===== src/dper_map.svh =====
// Register map, field positions, reset values and timing counts
`ifndef DPER_MAP_SVH
`define DPER_MAP_SVH

// ---------------------------------------------------------------
// Register indices (byte address is four times the index)
// ---------------------------------------------------------------
`define DPER_IDX_ERR 10'h010
`define DPER_IDX_RST 10'h014
`define DPER_IDX_PRES 10'h016
`define DPER_IDX_IRQ_STAT 10'h020
`define DPER_IDX_IRQ_MASK 10'h021
`define DPER_IDX_CTRL 10'h022

// ---------------------------------------------------------------
// Fields and reset values
// ---------------------------------------------------------------
`define DPER_PORTS 4
`define DPER_ERR_RESET 4'h0
`define DPER_RST_RESET 4'hF
`define DPER_PRES_RESET 4'h0
`define DPER_IRQ_PRES_BIT 4
`define DPER_CTRL_ERRMASK_BIT 0
`define DPER_BE_LEGAL_HI 4'hC
`define DPER_BE_LEGAL_LO 4'h3
`define DPER_BE_LEGAL_NONE 4'h0

// ---------------------------------------------------------------
// Timing
// ---------------------------------------------------------------
`define DPER_RDY_TIMEOUT_CLKS 16

`endif


===== src/dper_pkg.sv =====
// Types shared by the DSP port error and reset register block
package dper_pkg;

    typedef struct packed {
        logic valid;
        logic [1:0] port;
        logic [3:0] be;
    } dper_txn_t;

    typedef struct packed {
        logic valid;
        logic [3:0] bits;
    } dper_rom_t;

    typedef enum logic [0:0] {
        DPER_IDLE,
        DPER_DONE
    } dper_phase_t;

    typedef struct packed {
        logic [7:0] cnt;
        logic fired;
        logic timeout;
    } dper_watch_t;

    typedef struct packed {
        logic [3:0] rdyn_a;
        logic [3:0] rdyn_b;
        logic [3:0] rdyw_a;
        logic [3:0] rdyw_b;
        logic brst_a;
        logic brst_b;
        dper_phase_t phase;
        logic pready;
        logic pslverr;
        logic [31:0] prdata;
        logic [3:0] err;
        logic [3:0] rst_ctl;
        logic [3:0] rst_n_out;
        logic [3:0] presence;
        logic [4:0] irq_stat;
        logic [4:0] irq_mask;
        logic err_mask;
        logic evt_flag;
        logic irq;
        logic abort;
    } dper_state_t;

endpackage


===== src/dper_ready_watch.sv =====
// Ready timeout watcher for one DSP host port
`timescale 1ns/100ps
`include "dper_map.svh"

module dper_ready_watch #(
    parameter int TIMEOUT = `DPER_RDY_TIMEOUT_CLKS
) (
    input wire logic clock_i,
    input wire logic rstn_i,
    input wire logic cs_i,
    input wire logic rdy_i,
    output logic timeout_o
);

    dper_pkg::dper_watch_t s;
    dper_pkg::dper_watch_t next_s;

    // ---------------------------------------------------------------
    // Counter
    // ---------------------------------------------------------------
    // Fires once per chip select; ready seen ends the watch
    always_comb begin
        next_s = s;
        next_s.timeout = 1'b0;
        if (!cs_i) begin
            next_s.cnt = 8'h00;
            next_s.fired = 1'b0;
        end else if (rdy_i) begin
            next_s.fired = 1'b1;
        end else if (!s.fired) begin
            next_s.cnt = s.cnt + 8'h01;
            if (s.cnt == 8'(TIMEOUT - 1)) begin
                next_s.timeout = 1'b1;
                next_s.fired = 1'b1;
            end
        end
    end

    always_ff @(posedge clock_i or negedge rstn_i) begin
        if (!rstn_i) begin
            s <= '0;
        end else begin
            s <= next_s;
        end
    end

    assign timeout_o = s.timeout;
endmodule


===== src/dper_regs.sv =====
// DSP host port error, reset control and presence registers on APB
`timescale 1ns/100ps
`include "dper_map.svh"

// How it works
// - Any error bit raises port error event flag
// - Software write may set error bits
// - Unused upper register bits read zero
// - Error bit x belongs to port x
// - No ready within 16 clocks flags error
// - Read discard timeout flags that port
// - Illegal byte enables on narrow port flag
// - Reset bit one drives DSP reset out
// - Reset bits default to ones, 000Fh
// - Reset bits survive bus reset, global only
// - Presence bits load from serial ROM
// - Presence resets to zero before loading
// - Error mask blocks aborts and system errors

module dper_regs #(
    parameter int PORTS = `DPER_PORTS,
    parameter int RDY_TIMEOUT = `DPER_RDY_TIMEOUT_CLKS
) (
    input wire logic clock_i,
    input wire logic rstn_i,
    input wire logic bus_rstn_i,
    input wire logic psel_i,
    input wire logic penable_i,
    input wire logic pwrite_i,
    input wire logic [11:0] paddr_i,
    input wire logic [31:0] pwdata_i,
    input wire logic [3:0] pstrb_i,
    output logic [31:0] prdata_o,
    output logic pready_o,
    output logic pslverr_o,
    input wire logic [3:0] port_chip_select_i,
    input wire logic [3:0] narrow_port_ready_n_i,
    input wire logic [3:0] wide_port_ready_n_i,
    input wire logic [3:0] port_wide_i,
    input wire logic [3:0] discard_expire_i,
    input dper_pkg::dper_txn_t txn_i,
    input dper_pkg::dper_rom_t rom_i,
    output logic [3:0] port_error_bits_o,
    output logic port_error_event_flag_o,
    output logic [3:0] dsp_reset_out_n_o,
    output logic [3:0] dsp_present_o,
    output logic target_abort_o,
    output logic serr_block_o,
    output logic irq_o
);

    dper_pkg::dper_state_t s;
    dper_pkg::dper_state_t next_s;
    logic [3:0] rdy_hi;
    logic [3:0] timeout;
    logic [3:0] be_err;
    logic [3:0] hw_set;
    logic access;
    logic commit;
    logic wr_low;
    logic [9:0] idx;
    logic mapped;
    logic [31:0] rd_val;

    // ---------------------------------------------------------------
    // Per-port ready timeout
    // ---------------------------------------------------------------
    // Ready is seen two clocks late through the synchroniser
    genvar g;
    generate
        for (g = 0; g < PORTS; g++) begin : g_port
            assign rdy_hi[g] = port_wide_i[g] ? ~s.rdyw_b[g] : ~s.rdyn_b[g];
            // Two extra counts cover the synchroniser delay on ready
            dper_ready_watch #(
                .TIMEOUT(RDY_TIMEOUT + 2)
            ) u_watch (
                .clock_i(clock_i),
                .rstn_i(rstn_i),
                .cs_i(port_chip_select_i[g]),
                .rdy_i(rdy_hi[g]),
                .timeout_o(timeout[g])
            );
            assign be_err[g] = txn_i.valid && (txn_i.port == 2'(g)) && !port_wide_i[g]
                && (txn_i.be != `DPER_BE_LEGAL_HI) && (txn_i.be != `DPER_BE_LEGAL_LO)
                && (txn_i.be != `DPER_BE_LEGAL_NONE);
        end
    endgenerate

    assign hw_set = timeout | discard_expire_i | be_err;

    // ---------------------------------------------------------------
    // APB decode
    // ---------------------------------------------------------------
    assign access = psel_i && penable_i;
    assign commit = access && s.pready;
    assign wr_low = commit && pwrite_i && pstrb_i[0];
    assign idx = paddr_i[11:2];

    always_comb begin
        mapped = 1'b1;
        rd_val = 32'h0000_0000;
        case (idx)
            `DPER_IDX_ERR: rd_val = {28'h000_0000, s.err};
            `DPER_IDX_RST: rd_val = {28'h000_0000, s.rst_ctl};
            `DPER_IDX_PRES: rd_val = {28'h000_0000, s.presence};
            `DPER_IDX_IRQ_STAT: rd_val = {27'h000_0000, s.irq_stat};
            `DPER_IDX_IRQ_MASK: rd_val = {27'h000_0000, s.irq_mask};
            `DPER_IDX_CTRL: rd_val = {31'h0000_0000, s.err_mask};
            default: mapped = 1'b0;
        endcase
    end

    // ---------------------------------------------------------------
    // Next state
    // ---------------------------------------------------------------
    always_comb begin
        next_s = s;
        next_s.rdyn_a = narrow_port_ready_n_i;
        next_s.rdyn_b = s.rdyn_a;
        next_s.rdyw_a = wide_port_ready_n_i;
        next_s.rdyw_b = s.rdyw_a;
        next_s.brst_a = bus_rstn_i;
        next_s.brst_b = s.brst_a;

        // One wait state: answer one clock after the access phase opens
        case (s.phase)
            dper_pkg::DPER_IDLE: begin
                next_s.pready = 1'b0;
                if (access) begin
                    next_s.pready = 1'b1;
                    next_s.pslverr = !mapped;
                    next_s.prdata = pwrite_i ? 32'h0000_0000 : rd_val;
                    next_s.phase = dper_pkg::DPER_DONE;
                end
            end
            dper_pkg::DPER_DONE: begin
                next_s.pready = 1'b0;
                next_s.pslverr = 1'b0;
                next_s.prdata = 32'h0000_0000;
                next_s.phase = dper_pkg::DPER_IDLE;
            end
            default: begin
                next_s.pready = 1'b0;
                next_s.phase = dper_pkg::DPER_IDLE;
            end
        endcase

        // Bus reset clears error context only; reset control is untouched
        if (!s.brst_b) begin
            next_s.err = `DPER_ERR_RESET;
            next_s.irq_stat = 5'h00;
            next_s.irq_mask = 5'h00;
            next_s.err_mask = 1'b0;
        end else if (wr_low) begin
            case (idx)
                `DPER_IDX_ERR: next_s.err = pwdata_i[3:0];
                `DPER_IDX_IRQ_MASK: next_s.irq_mask = pwdata_i[4:0];
                `DPER_IDX_CTRL: next_s.err_mask = pwdata_i[`DPER_CTRL_ERRMASK_BIT];
                default: next_s.err = s.err;
            endcase
        end
        if (wr_low && idx == `DPER_IDX_RST) begin
            next_s.rst_ctl = pwdata_i[3:0];
        end
        // Clear only what the read returned; later events stay pending
        if (commit && !pwrite_i && idx == `DPER_IDX_IRQ_STAT) begin
            next_s.irq_stat = next_s.irq_stat & ~s.prdata[4:0];
        end

        // Hardware only sets; a same-cycle clear loses
        next_s.err = next_s.err | hw_set;
        next_s.irq_stat[3:0] = next_s.irq_stat[3:0] | hw_set;

        if (wr_low && idx == `DPER_IDX_PRES) begin
            next_s.presence = pwdata_i[3:0];
        end
        if (rom_i.valid) begin
            next_s.presence = rom_i.bits;
            next_s.irq_stat[`DPER_IRQ_PRES_BIT] = 1'b1;
        end

        next_s.rst_n_out = ~next_s.rst_ctl;
        next_s.evt_flag = |next_s.err;
        next_s.irq = |(next_s.irq_stat & next_s.irq_mask);
        next_s.abort = (|hw_set) && !s.err_mask;
    end

    // ---------------------------------------------------------------
    // State register
    // ---------------------------------------------------------------
    always_ff @(posedge clock_i or negedge rstn_i) begin
        if (!rstn_i) begin
            s <= '0;
            s.rdyn_a <= 4'hF;
            s.rdyn_b <= 4'hF;
            s.rdyw_a <= 4'hF;
            s.rdyw_b <= 4'hF;
            s.phase <= dper_pkg::DPER_IDLE;
            s.err <= `DPER_ERR_RESET;
            s.rst_ctl <= `DPER_RST_RESET;
            s.rst_n_out <= ~`DPER_RST_RESET;
            s.presence <= `DPER_PRES_RESET;
        end else begin
            s <= next_s;
        end
    end

    // ---------------------------------------------------------------
    // Outputs
    // ---------------------------------------------------------------
    assign prdata_o = s.prdata;
    assign pready_o = s.pready;
    assign pslverr_o = s.pslverr;
    assign port_error_bits_o = s.err;
    assign port_error_event_flag_o = s.evt_flag;
    assign dsp_reset_out_n_o = s.rst_n_out;
    assign dsp_present_o = s.presence;
    assign target_abort_o = s.abort;
    assign serr_block_o = s.err_mask;
    assign irq_o = s.irq;

    function automatic logic irq_stat_pres_set();
        irq_stat_pres_set = s.irq_stat[`DPER_IRQ_PRES_BIT];
    endfunction
endmodule


===== config.mk =====
export PLATFORM = sky130hd
export DESIGN_NAME = dper_regs
export DESIGN_NICKNAME = d
export VERILOG_FILES = /design/src/dper_pkg.sv /design/src/dper_ready_watch.sv /design/src/dper_regs.sv
export VERILOG_INCLUDE_DIRS = /design/src
export SDC_FILE = /design/constraint.sdc
export NUM_CORES = 1
export LEC_CHECK = 0
export ABC_AREA = 1
export BUFFER_PORTS_ARGS = -buffer_cell sky130_fd_sc_hd__buf_2
export CORE_MARGIN = 10
export CORE_UTILIZATION = 48
export CTS_CLUSTER_DIAMETER = 30
export DETAILED_ROUTE_END_ITERATION = 7
export PLACE_DENSITY_LB_ADDON = 0.3
export SYNTH_ARGS = -nofsm -noshare
export SYNTH_HDL_FRONTEND = slang
export SYNTH_SLANG_ARGS = --single-unit

===== constraint.sdc =====
create_clock -name clock_i -period 1.4 [get_ports clock_i]
set_clock_uncertainty 0.1 [all_clocks]
set_input_delay 0.28 -clock clock_i [delete_from_list [all_inputs] [get_ports clock_i]]
set_output_delay 0.28 -clock clock_i [all_outputs]
set_load 0.01 [all_outputs]

==> results.json <==
{
  "status": "complete, but fails checks",
  "violations": "negative setup slack",
  "grt_max_degree": 37,
  "avgSynthCellArea_um2": 8.351,
  "die-area_um2": 14970,
  "required_ns": 1.54,
  "firstDrtPassIters": 4,
  "end_kind": "flop",
  "start_util_pct": 48.92,
  "ant_nets": 0,
  "slowest_stage": "dfstp_2",
  "worstMarginPinSlew_ns": 0.4980,
  "grt_pass1_wl_mm": 20.13,
  "grt.total_usage_pct": 16.63,
  "timing.critical_path.from_type": "flop",
  "route.detailed.drc": 0,
  "clock_sinks": 95,
  "irDropWorstVdd_uv": 547.8,
  "dr.first_iter.drc_count": 189,
  "cts_buffers": 9,
  "worstSkewPairLatency_ns": 0.36,
  "max_clock_freq_ghz": 0.6142,
  "clock-root-buffer": "clkbuf_8",
  "cts_tree": "done",
  "cp_cell_sequence": "inv_1 -> nand2_2 -> nand3b_4 -> nor3_4 -> nand2_2 -> buf_4 -> nor3_2 -> nor3_2",
  "gp_congestion": 0.9458,
  "clkTransAtPathRegs_ns": 0.10,
  "wl_mm": 13.03,
  "power.total_w": 0.005957,
  "period_share_pct": 116.3,
  "clk_path_buf_depth": 2,
  "grt_setup_unrepaired": "true",
  "min-delay-path-class": "input pin to flop",
  "arrival_ns": 1.77,
  "slew_viol_final": 0,
  "grt_antenna_before_repair": 1,
  "ys_ff_latch": 95,
  "routedWlPerCell_um": 14.64,
  "synth_cell_types": 41,
  "worstSetupPathType": "flop to flop",
  "critical_path_peak_fanout": 4,
  "die-height_um": 122.3,
  "die_w_um": 122.3,
  "num_rows": 37,
  "p_per_area_nw_per_um2": 880.0,
  "first_global_vias": 4325,
  "drive_gt1_share_pct": 40.64,
  "maxSlewHeadroom_pct": 66.45,
  "drv_cap": 0,
  "core_um2": 10280,
  "fin_nets": 842,
  "whs_ns": 0.06566,
  "hold_viol": 0,
  "worst-path-buf-inv": 2,
  "via_per_inst": 4.818,
  "slowest_delay_ns": 0.53,
  "hpwl_mm": 9.343,
  "setup_ws_ns": -0.2282,
  "cp_top_family": "simple AND/OR/NAND/NOR gates",
  "post-route-util_pct": 65.86,
  "final.min_clock_period_ns": 1.628,
  "yosys_warnings": 0,
  "h-tree-depth": 3,
  "overflow": 0,
  "synth_cells": 602,
  "setup_viol": 37,
  "area_growth_pct": 34.64,
  "ys_seq_area_share_pct": 47.78,
  "io_pins": 136,
  "vias": 4288,
  "portBuffers": 76,
  "leakage_nw": 3.428,
  "syn-cell-area_um2": 5027
}
==> layout make-up <==
cell class,instances,area [um2]
Fill cell,828,3508
Tap cell,136,170.2
Sequential cell,95,2404
Timing Repair Buffer,156,1157
Clock buffer,12,145.1
Antenna cell,1,2.502
Clock inverter,4,95.09
Multi-Input combinational cell,394,2427
Inverter,92,367.9
==> flip-flops by register name (all words and copies together), names as in the netlist, 4 cells and up <==
signal,cells
s,24
prdata_o,5
dsp_reset_out_n_o,4
next_s,9
port_error_bits_o,4
dsp_present_o,4
g_port.u_watch.s,36
g_port.u_watch.timeout_o,4
==> cell usage after synthesis <==
cell type,number,share of area [%]
a21oi_1,19,1.9
a21oi_2,3,0.52
a22o_1,1,0.17
a31oi_1,2,0.25
and3_1,2,0.25
buf_2,2,0.20
buf_4,44,6.6
buf_8,1,0.30
clkbuf_1,1,0.075
conb_1,1,0.075
dfrtp_1,75,37
dfstp_2,20,10
ha_1,8,2.0
inv_1,85,6.3
inv_2,7,0.52
nand2_1,121,9.0
nand2_2,6,0.75
nand2_4,1,0.22
nand3_1,25,2.5
nand3_2,2,0.40
nand3_4,2,0.70
nand3b_1,2,0.30
nand3b_2,2,0.45
nand4_1,13,1.6
nor2_1,64,4.8
nor2_2,13,1.6
nor2_4,3,0.67
nor2_8,2,0.80
nor3_1,19,1.9
nor3_2,3,0.60
nor3b_1,1,0.15
nor4_1,5,0.62
o211a_1,1,0.20
o211ai_1,4,0.60
o21ai_0,23,2.3
o21ai_2,3,0.52
o22ai_1,5,0.62
o311a_1,1,0.20
or2_2,4,0.50
xnor2_1,1,0.17
xor2_1,5,0.87
==> cells in the final DEF (no fill, tap or decap), types with 6 or more instances in the layout <==
| master | n |
|---|---|
| dlygate4sd3_1 | 10 |
| nor3_1 | 11 |
| o21ai_1 | 7 |
| dfstp_2 | 20 |
| buf_2 | 74 |
| buf_12 | 6 |
| buf_6 | 17 |
| buf_4 | 48 |
| o21ai_2 | 10 |
| conb_1 | 27 |
| dfrtp_1 | 74 |
| inv_1 | 78 |
| nor2_2 | 17 |
| nand3_1 | 20 |
| nand3_2 | 7 |
| nor2_1 | 48 |
| a21oi_2 | 10 |
| nand2_1 | 107 |
| ha_1 | 8 |
| nor2_4 | 16 |
| nand2_4 | 8 |
| nand4_1 | 13 |
| nor3_2 | 8 |
| clkbuf_8 | 10 |
| o21ai_0 | 9 |
| inv_2 | 10 |
| a21oi_1 | 9 |
| nand2_2 | 13 |
==> power breakdown <==
| part | total, W | internal, W | switching, W |
|---|---|---|---|
| Combinational | 0.000853 | 0.000362 | 0.000491 |
| Sequential | 0.00293 | 0.00286 | 0.0000673 |
| Clock | 0.00218 | 0.00124 | 0.000942 |
| Total | 0.00596 | 0.00446 | 0.00150 |
==> final timing paths <==
kind / start / end / slack (ns) / cells past startpoint
hold / removal: pwdata_i[3] / dsp_reset_out_n_o[3] / 0.07 / 2
max in group asynchronous: rstn_i / s[78] / 0.50 / 3
setup reg to reg: s[69] / g_port[2].u_watch.s[8] / -0.23 / 8
min in group asynchronous: rstn_i / dsp_reset_out_n_o[0] / 0.20 / 2
hold reg to reg: next_s[78] / s[78] / 0.26 / 0
setup / recovery: s[69] / g_port[2].u_watch.s[8] / -0.23 / 8
==> logic make-up (layout without fill, tap and decap cells) <==
| group | count (synthesis) | in the layout | synth area share, % |
|---|---|---|---|
| AND/OR/NAND/NOR | 290 | 291 | 27.82 |
| buffers and inverters | 140 | 264 | 14.01 |
| flip-flops | 95 | 95 | 47.78 |
| AO/OA/AOI/OAI | 62 | 62 | 7.267 |
| adder cells (fa/ha/maj) | 8 | 8 | 1.991 |
| XOR/XNOR | 6 | 6 | 1.045 |
| other | 1 | 28 | 0.07459 |
==> per-layer routing <==
metal	track usage [%]	up-vias	wire, um
met5	0	-	0
met1	19.54	2013	5257
met2	28.43	122	6496
met3	4.913	23	1003
li1	-	2130	-
met4	5.744	0	274
==> what timing repair did <==
item,CTS,global route
hold buffers,10,0
endpoints found under the setup margin,34,57
pin swaps,20,32
gates cloned,0,1
endpoints found under the hold margin,87,0
gates resized for setup,56,88
setup buffers,10,20
==> stage by stage <==
stage	cells	cell area [um2]	TNS, ns	setup slack [ns]
floorplan	628	5137	-0.3465	-0.08666
global placement	837	5707	-5.194	-0.2677
detailed placement	837	5707	-6.106	-0.2921
CTS	872	6314	-1.683	-0.1409
global route	889	6766	-7.174	-0.3324
finish	890	6769	-3.026	-0.2282
(Power assumes the default switching activity.)
